===== src/ttms_pkg.sv =====
// Package of constants and types for the tape transport motion sequencer.
package ttms_pkg;

    // ------------------------------------------------------------------
    // Widths and counts
    // ------------------------------------------------------------------
    localparam int SEL_W = 3;
    localparam int MDC_W = 15;
    localparam int SDC_W = 4;
    localparam int FC_W = 16;
    localparam logic [SDC_W-1:0] SDC_LIMIT = 4'hF;
    localparam logic [1:0] MDC_TOP_PRESET = 2'h3;

    // ------------------------------------------------------------------
    // Timing
    // ------------------------------------------------------------------
    localparam longint CLK_HZ = 25000000;
    localparam longint GAP_TIME_US = 2700;
    localparam longint GAP_CYCLES = (GAP_TIME_US * CLK_HZ) / 1000000;
    localparam longint OPI_TIME_S = 7;
    localparam longint OPI_CYCLES = OPI_TIME_S * CLK_HZ;

    // ------------------------------------------------------------------
    // Operation codes
    // ------------------------------------------------------------------
    typedef enum logic [2:0] {
        TTMS_OP_READ = 3'h0,
        TTMS_OP_WRITE = 3'h1,
        TTMS_OP_ERASE = 3'h2,
        TTMS_OP_SPACE = 3'h3,
        TTMS_OP_REWIND = 3'h4,
        TTMS_OP_WTM = 3'h5
    } ttms_op_e;

    // Sequence states, Gray-coded in declaration order; the path from TTMS_RUN back through TTMS_LOAD to TTMS_DECEL is not.
    typedef enum logic [2:0] {
        TTMS_IDLE = 3'h0,
        TTMS_LOAD = 3'h1,
        TTMS_ACCEL = 3'h3,
        TTMS_RUN = 3'h2,
        TTMS_DECEL = 3'h6,
        TTMS_STOPPED = 3'h7
    } ttms_state_e;

endpackage : ttms_pkg


===== src/ttms_sync.sv =====
// Two-flop synchroniser bank with an edge pulse on the synchronised level.
`timescale 1ns/100ps
module ttms_sync #(
    parameter int WIDTH = 1
) (
    input wire logic clk_i,
    input wire logic rstn_i,
    input wire logic [WIDTH-1:0] async_i,
    output logic [WIDTH-1:0] level_o,
    output logic [WIDTH-1:0] rise_o
);

    typedef struct packed {
        logic [WIDTH-1:0] meta;
        logic [WIDTH-1:0] sync;
        logic [WIDTH-1:0] last;
    } ttms_sync_s;

    ttms_sync_s q;
    ttms_sync_s next_q;

    always_comb
    begin
        next_q.meta = async_i;
        next_q.sync = q.meta;
        next_q.last = q.sync;
    end

    always_ff @(posedge clk_i)
    begin
        if (!rstn_i)
            q <= '0;
        else
            q <= next_q;
    end

    assign level_o = q.sync;
    assign rise_o = q.sync & ~q.last;

endmodule : ttms_sync


===== src/ttms_counter.sv =====
// Loadable up counter with synchronous clear, count enable and carry out.
`timescale 1ns/100ps
module ttms_counter #(
    parameter int WIDTH = 4
) (
    input wire logic clk_i,
    input wire logic rstn_i,
    input wire logic clear_i,
    input wire logic load_i,
    input wire logic [WIDTH-1:0] load_value_i,
    input wire logic count_i,
    output logic [WIDTH-1:0] value_o,
    output logic carry_o
);

    typedef struct packed {
        logic [WIDTH-1:0] value;
    } ttms_counter_s;

    ttms_counter_s q;
    ttms_counter_s next_q;

    always_comb
    begin
        next_q = q;
        if (clear_i)
            next_q.value = '0;
        else if (load_i)
            next_q.value = load_value_i;
        else if (count_i)
            next_q.value = q.value + WIDTH'(1);
    end

    always_ff @(posedge clk_i)
    begin
        if (!rstn_i)
            q <= '0;
        else
            q <= next_q;
    end

    assign value_o = q.value;
    assign carry_o = count_i && !clear_i && !load_i && (&q.value);

endmodule : ttms_counter


===== src/ttms_sequencer.sv =====
// Tape motion sequencer: selection, start delay, stop sequences and timeout.
`timescale 1ns/100ps
module ttms_sequencer #(
    parameter int MDC_W = ttms_pkg::MDC_W,
    parameter int FC_W = ttms_pkg::FC_W,
    parameter longint GAP_CYCLES = ttms_pkg::GAP_CYCLES,
    parameter longint OPI_CYCLES = ttms_pkg::OPI_CYCLES
) (
    input wire logic clk_i,
    input wire logic rstn_i,
    input wire logic [ttms_pkg::SEL_W-1:0] unit_i,
    input wire logic run_request_i,
    input wire logic go_request_i,
    input wire logic [2:0] op_i,
    input wire logic reverse_i,
    input wire logic [FC_W-1:0] frame_count_i,
    input wire logic [MDC_W-1:0] preset_data_i,
    input wire logic clk800_i,
    input wire logic clk200_i,
    input wire logic envelope_present_i,
    input wire logic nrzi_data_pulse_i,
    input wire logic record_detected_i,
    input wire logic tape_mark_i,
    input wire logic write_clock_gate_i,
    input wire logic slowing_down_status_i,
    input wire logic rewinding_status_i,
    input wire logic slave_status_change_i,
    input wire logic transport_ready_status_i,
    output logic transport_select_bit0_o,
    output logic transport_select_bit1_o,
    output logic transport_select_bit2_o,
    output logic transport_go_pulse_o,
    output logic motion_delay_load_o,
    output logic stop_o,
    output logic forward_command_o,
    output logic reverse_command_o,
    output logic rewind_command_o,
    output logic write_command_o,
    output logic accelerating_flag_o,
    output logic decelerating_flag_o,
    output logic reading_active_o,
    output logic end_of_record_pulse_o,
    output logic operation_incomplete_error_o,
    output logic attention_request_o,
    output logic [FC_W-1:0] frame_count_o,
    output logic busy_o
);

    // ------------------------------------------------------------------
    // Synchronisers
    // ------------------------------------------------------------------
    localparam int NSYNC = 9;
    logic [NSYNC-1:0] s_lvl;
    logic [NSYNC-1:0] s_rise;

    ttms_sync #(.WIDTH(NSYNC)) u_sync (
        .clk_i(clk_i),
        .rstn_i(rstn_i),
        .async_i({clk800_i, clk200_i, envelope_present_i,
                  nrzi_data_pulse_i, write_clock_gate_i,
                  slowing_down_status_i, rewinding_status_i,
                  slave_status_change_i, transport_ready_status_i}),
        .level_o(s_lvl),
        .rise_o(s_rise)
    );

    logic tick800;
    logic tick200;
    logic data_seen;
    logic wr_gate;
    logic sdwn_rise;
    assign tick800 = s_rise[8];
    assign tick200 = s_rise[7];
    assign data_seen = s_lvl[6] | s_lvl[5];
    assign wr_gate = s_lvl[4];
    assign sdwn_rise = s_rise[3];

    // ------------------------------------------------------------------
    // State
    // ------------------------------------------------------------------
    typedef struct packed {
        ttms_pkg::ttms_state_e state;
        logic [2:0] op;
        logic reverse;
        logic go;
        logic load;
        logic stop;
        logic accl;
        logic stopping;
        logic armed;
        logic operation_incomplete_error;
        logic attention_request;
        logic eor;
        logic space_done;
        logic [FC_W-1:0] fc;
        logic [31:0] gap_cnt;
        logic [31:0] opi_cnt;
    } ttms_seq_s;

    ttms_seq_s q;
    ttms_seq_s next_q;

    function automatic logic is_data_op(input logic [2:0] op);
        return op == 3'(ttms_pkg::TTMS_OP_READ)
            || op == 3'(ttms_pkg::TTMS_OP_WRITE);
    endfunction : is_data_op

    function automatic logic is_timed_op(input logic [2:0] op);
        return is_data_op(op) || op == 3'(ttms_pkg::TTMS_OP_SPACE);
    endfunction : is_timed_op

    // ------------------------------------------------------------------
    // Counters
    // ------------------------------------------------------------------
    logic [MDC_W-1:0] mdc_val;
    logic mdc_carry;
    logic mdc_load;
    logic [MDC_W-1:0] mdc_preset;
    logic mdc_count;
    logic [ttms_pkg::SDC_W-1:0] sdc_val;
    logic sdc_clear;
    logic sdc_count;
    logic sdc_done;

    assign mdc_load = q.load;
    assign mdc_preset = q.stopping
        ? {ttms_pkg::MDC_TOP_PRESET, preset_data_i[MDC_W-3:0]}
        : preset_data_i;
    assign mdc_count = tick800 && !q.load
        && (q.state == ttms_pkg::TTMS_ACCEL
            || q.state == ttms_pkg::TTMS_DECEL);

    ttms_counter #(.WIDTH(MDC_W)) u_mdc (
        .clk_i(clk_i),
        .rstn_i(rstn_i),
        .clear_i(1'b0),
        .load_i(mdc_load),
        .load_value_i(mdc_preset),
        .count_i(mdc_count),
        .value_o(mdc_val),
        .carry_o(mdc_carry)
    );

    assign sdc_clear = q.state != ttms_pkg::TTMS_RUN
        || data_seen;
    assign sdc_count = tick200 && (q.armed || q.operation_incomplete_error)
        && q.gap_cnt == 32'h0 && !sdc_done;
    assign sdc_done = sdc_val == ttms_pkg::SDC_LIMIT;

    ttms_counter #(.WIDTH(ttms_pkg::SDC_W)) u_sdc (
        .clk_i(clk_i),
        .rstn_i(rstn_i),
        .clear_i(sdc_clear),
        .load_i(1'b0),
        .load_value_i('0),
        .count_i(sdc_count),
        .value_o(sdc_val),
        .carry_o()
    );

    // ------------------------------------------------------------------
    // Sequencing
    // ------------------------------------------------------------------
    logic drive_req;
    assign drive_req = run_request_i
        ? is_data_op(op_i) : (go_request_i && !is_data_op(op_i));

    always_comb
    begin
        next_q = q;
        next_q.go = 1'b0;
        next_q.load = 1'b0;
        next_q.eor = 1'b0;
        next_q.attention_request = 1'b0;
        if (q.gap_cnt != 32'h0)
            next_q.gap_cnt = q.gap_cnt - 32'h1;
        if (wr_gate)
            next_q.gap_cnt = 32'(GAP_CYCLES);
        if (q.state == ttms_pkg::TTMS_ACCEL || q.state == ttms_pkg::TTMS_RUN)
        begin
            if (is_timed_op(q.op) && q.opi_cnt != 32'h0)
                next_q.opi_cnt = q.opi_cnt - 32'h1;
            if (is_timed_op(q.op) && q.opi_cnt == 32'h1)
                next_q.operation_incomplete_error = 1'b1;
        end
        case (q.state)
            ttms_pkg::TTMS_IDLE, ttms_pkg::TTMS_STOPPED:
            begin
                if (drive_req && !(q.state == ttms_pkg::TTMS_STOPPED
                                   && q.op == 3'(ttms_pkg::TTMS_OP_SPACE)))
                begin
                    next_q.op = op_i;
                    next_q.reverse = reverse_i;
                    next_q.stop = 1'b0;
                    next_q.go = 1'b1;
                    next_q.load = 1'b1;
                    next_q.accl = 1'b1;
                    next_q.stopping = 1'b0;
                    next_q.armed = 1'b0;
                    next_q.operation_incomplete_error = 1'b0;
                    next_q.space_done = 1'b0;
                    next_q.fc = frame_count_i;
                    next_q.opi_cnt = 32'(OPI_CYCLES);
                    next_q.state = ttms_pkg::TTMS_LOAD;
                    if (op_i == 3'(ttms_pkg::TTMS_OP_REWIND))
                        next_q.attention_request = 1'b1;
                end
                else if (q.state == ttms_pkg::TTMS_STOPPED
                         && q.op == 3'(ttms_pkg::TTMS_OP_SPACE)
                         && sdwn_rise)
                begin
                    // stop on overflow, tape mark or operation incomplete timeout
                    if (q.space_done || q.operation_incomplete_error)
                    begin
                        next_q.attention_request = 1'b1;
                        next_q.state = ttms_pkg::TTMS_IDLE;
                    end
                    else
                    begin
                        next_q.stop = 1'b0;
                        next_q.go = 1'b1;
                        next_q.load = 1'b1;
                        next_q.accl = 1'b1;
                        next_q.stopping = 1'b0;
                        next_q.armed = 1'b0;
                        next_q.state = ttms_pkg::TTMS_LOAD;
                    end
                end
            end
            ttms_pkg::TTMS_LOAD:
            begin
                if (q.op == 3'(ttms_pkg::TTMS_OP_REWIND))
                begin
                    next_q.stop = 1'b1;
                    next_q.accl = 1'b0;
                    next_q.state = ttms_pkg::TTMS_IDLE;
                end
                else
                    next_q.state = q.stopping
                        ? ttms_pkg::TTMS_DECEL : ttms_pkg::TTMS_ACCEL;
            end
            ttms_pkg::TTMS_ACCEL:
            begin
                if (mdc_val[MDC_W-1])
                begin
                    next_q.accl = 1'b0;
                    next_q.state = ttms_pkg::TTMS_RUN;
                    if (q.op == 3'(ttms_pkg::TTMS_OP_ERASE))
                        next_q.armed = 1'b1;
                end
            end
            ttms_pkg::TTMS_RUN:
            begin
                if (record_detected_i || tape_mark_i)
                begin
                    next_q.armed = 1'b1;
                    if (q.op == 3'(ttms_pkg::TTMS_OP_SPACE)
                        && !q.armed)
                    begin
                        next_q.fc = q.fc + FC_W'(1);
                        if (tape_mark_i || &q.fc)
                            next_q.space_done = 1'b1;
                    end
                end
                // end of record and stop delay
                if (sdc_done)
                begin
                    next_q.eor = 1'b1;
                    next_q.load = 1'b1;
                    next_q.stopping = 1'b1;
                    next_q.state = ttms_pkg::TTMS_LOAD;
                end
            end
            ttms_pkg::TTMS_DECEL:
            begin
                if (mdc_carry)
                begin
                    next_q.accl = 1'b1;
                    next_q.stop = 1'b1;
                    next_q.state = ttms_pkg::TTMS_STOPPED;
                    if (q.op == 3'(ttms_pkg::TTMS_OP_ERASE)
                        || q.op == 3'(ttms_pkg::TTMS_OP_WTM))
                        next_q.attention_request = 1'b1;
                end
            end
            default:
                next_q.state = ttms_pkg::TTMS_IDLE;
        endcase
    end

    always_ff @(posedge clk_i)
    begin
        if (!rstn_i)
        begin
            q <= '0;
            q.stop <= 1'b1;
        end
        else
            q <= next_q;
    end

    // ------------------------------------------------------------------
    // Outputs
    // ------------------------------------------------------------------
    // one select code
    assign transport_select_bit0_o = unit_i[0];
    assign transport_select_bit1_o = unit_i[1];
    assign transport_select_bit2_o = unit_i[2];
    assign transport_go_pulse_o = q.go;
    assign motion_delay_load_o = q.load;
    assign stop_o = q.stop;
    assign forward_command_o = q.state != ttms_pkg::TTMS_IDLE
        && !q.reverse && q.op != 3'(ttms_pkg::TTMS_OP_REWIND);
    assign reverse_command_o = q.state != ttms_pkg::TTMS_IDLE
        && q.reverse && q.op != 3'(ttms_pkg::TTMS_OP_REWIND);
    assign rewind_command_o = q.go && q.op == 3'(ttms_pkg::TTMS_OP_REWIND);
    assign write_command_o = q.state != ttms_pkg::TTMS_IDLE
        && (q.op == 3'(ttms_pkg::TTMS_OP_WRITE)
            || q.op == 3'(ttms_pkg::TTMS_OP_ERASE)
            || q.op == 3'(ttms_pkg::TTMS_OP_WTM));
    assign accelerating_flag_o = q.accl;
    assign decelerating_flag_o = q.state == ttms_pkg::TTMS_DECEL;
    assign reading_active_o = q.state == ttms_pkg::TTMS_RUN;
    assign end_of_record_pulse_o = q.eor;
    assign operation_incomplete_error_o = q.operation_incomplete_error;
    assign attention_request_o = q.attention_request;
    assign frame_count_o = q.fc;
    assign busy_o = q.state != ttms_pkg::TTMS_IDLE;

endmodule : ttms_sequencer


===== config.mk =====
export PLATFORM = sky130hd
export DESIGN_NAME = ttms_sequencer
export DESIGN_NICKNAME = d
export VERILOG_FILES = /design/src/ttms_pkg.sv /design/src/ttms_sync.sv /design/src/ttms_counter.sv /design/src/ttms_sequencer.sv
export SDC_FILE = /design/constraint.sdc
export NUM_CORES = 1
export LEC_CHECK = 0
export BUFFER_PORTS_ARGS = -buffer_cell sky130_fd_sc_hd__buf_2
export CORE_MARGIN = 4
export CORE_UTILIZATION = 65
export CTS_BUF_LIST = sky130_fd_sc_hd__clkbuf_2
export DETAILED_ROUTE_END_ITERATION = 16
export PLACE_DENSITY = 0.94
export SLEW_MARGIN = 5
export SYNTH_ARGS = -nofsm -noshare
export SYNTH_HDL_FRONTEND = slang
export SYNTH_HIERARCHICAL = 1
export SYNTH_SLANG_ARGS = --single-unit

===== constraint.sdc =====
create_clock -name clk_i -period 9.2 [get_ports clk_i]
set_input_delay 0.92 -clock clk_i [delete_from_list [all_inputs] [get_ports clk_i]]
set_output_delay 0.92 -clock clk_i [all_outputs]
set_load 0.02 [all_outputs]

==> flow_summary.ini <==
[run_status]
status = complete, no violations

[layout]
antenna_cells = 0
drive_gt1_share_pct = 15.7
final_cell_area_mm2 = 0.00751
final_common_cell = dfxtp_1
final_nets = 953
fill_cells = 809
regArea_mm2 = 0.00262
synthToLayoutAreaGrowth_pct = 7.31
final_cell_mix = 131 x dfxtp_1, 81 x nor2_1, 76 x buf_2
multi_input_area_mm2 = 0.00399
finish.utilization_pct = 72.1

[flow_run]
drv_cap = 0

[power]
powerDensity_mw_per_mm2 = 337
p_leak_nw = 2.85
irDropWorstVdd_mv = 0.239
total_power_mw = 2.53

[cts]
cts_hold_buf = 0
clk_latency_ns = 0.69
numCtsBuffers = 17
cts_resized = 0
ctsHtreeMaxLevel = 4
tritoncts = yes
clockBufferDepth = 2
clk_pin_slew_ns = 0.18
root_buffer = clkbuf_2
clkSinkCount = 131
cts_setup_buffers = 0

[timing]
finalMaxSlewViolations = 0
hold_viol = 0
fin_setup_tns_ns = 0
rsz0062_at_grt = false
worstMarginPinSlew_ns = 1.01
clock.fmax_ghz = 0.229
finalCritPeriodShare_pct = 47.4
finalSetupViolCount = 0
fin_crit_ns = 4.36
fin_skew_ns = 0.0343
slew_headroom_pct = 32.7

[die]
core_mm2 = 0.0104
rows = 37
io_pins = 86
die_x_um = 112
die_area_mm2 = 0.0125
initial_utilization_pct = 67.2
die_y_um = 112

[grt]
overflow = 0
grt_max_degree = 43
antenna_found_initial = 0
grtUsageTotal_pct = 26.1
grt_pass1_wl_um = 27700
grt_pass1_vias = 5990

[placed_design]
placed_area_mm2 = 0.00726
gp_congestion = 0.888
io_buffers = 76
dpl.hpwl_um = 10900

[route]
drt_wl_total_um = 16300
drt_pass1_iterations = 7
vias = 6637
drt_iter0_drc = 896
avgViaCountPerCell = 6.38
drc = 0
ant_nets = 0
wire_per_inst_um = 15.7

[critical_path]
cp-end-kind = primary output
start_kind = register
critPathTopFamily = buffers and inverters
crit_path_max_fanout = 27
slowest_stage = clkinv_1
crit_type = reg2out
crit_chain = or3b_1 -> clkinv_1 -> buf_2
crit_required_ns = 8.28
slowest_delay_ns = 0.87
r2r_slack_ns = 5.53
critPathArrivalTime_ns = 3.44
cp_num_buf_inv = 2

[synth]
synth_area_mm2 = 0.00700
syn_inst = 851
yosys_warnings = 6
syn_area_per_cell_um2 = 8.22

[hold_path]
hp-class = in2reg
layer usage:
metal,track usage (%),routed length [um],vias up
met3,6.41,1530,33
li1,-,-,3205
met2,42.2,7720,308
met4,9.00,253,0
met5,0,0,-
met1,34.0,6810,3091
state kept, by name, summed over array words and instances, names as in the netlist:
register                      cells
u_sdc/value_o                     4
end_of_record_pulse_o             1
accelerating_flag_o               1
frame_count_o                    16
operation_incomplete_error_o      1
u_sync/level_o                    6
motion_delay_load_o               1
u_sync/next_q                     6
u_sync/q                          3
q                                74
attention_request_o               1
u_mdc/value_o                    15
stop_o                            1
transport_go_pulse_o              1
per-stage QoR:
stage | instances | hold slack [ns] | setup slack [ns]
after floorplan | 862 | 0.412 | 5.99
after global placement | 1010 | 0.418 | 5.64
after detailed placement | 1010 | 0.419 | 5.64
after CTS | 1041 | 0.396 | 4.84
after global routing | 1041 | 0.406 | 4.62
final | 1041 | 0.448 | 4.84
where the power goes:
part           switching [mW]  leakage, nW  internal [mW]  total (mW)
combinational           0.845         1.63          0.456        1.30
clock                   0.208        0.155          0.171       0.379
sequential              0.152         1.07          0.701       0.853
cell type report:
cell class	instances	area share, %
Clock buffer	17	1.13
Clock inverter	14	2.25
Sequential cell	131	34.9
Inverter	19	0.950
Tap cell	136	2.27
Multi-Input combinational cell	645	53.1
Timing Repair Buffer	79	5.36
path summary, 6_finish.rpt:
path	cells after the start	from	endpoint
hold / removal	2	slowing_down_status_i	u_sync/next_q[12]
hold reg to reg	1	u_sync/next_q[15]	u_sync/level_o[6]
setup / recovery	3	q[96]	reading_active_o
setup reg to reg	9	q[96]	accelerating_flag_o
Note: power is estimated with default switching activity, not from simulation.
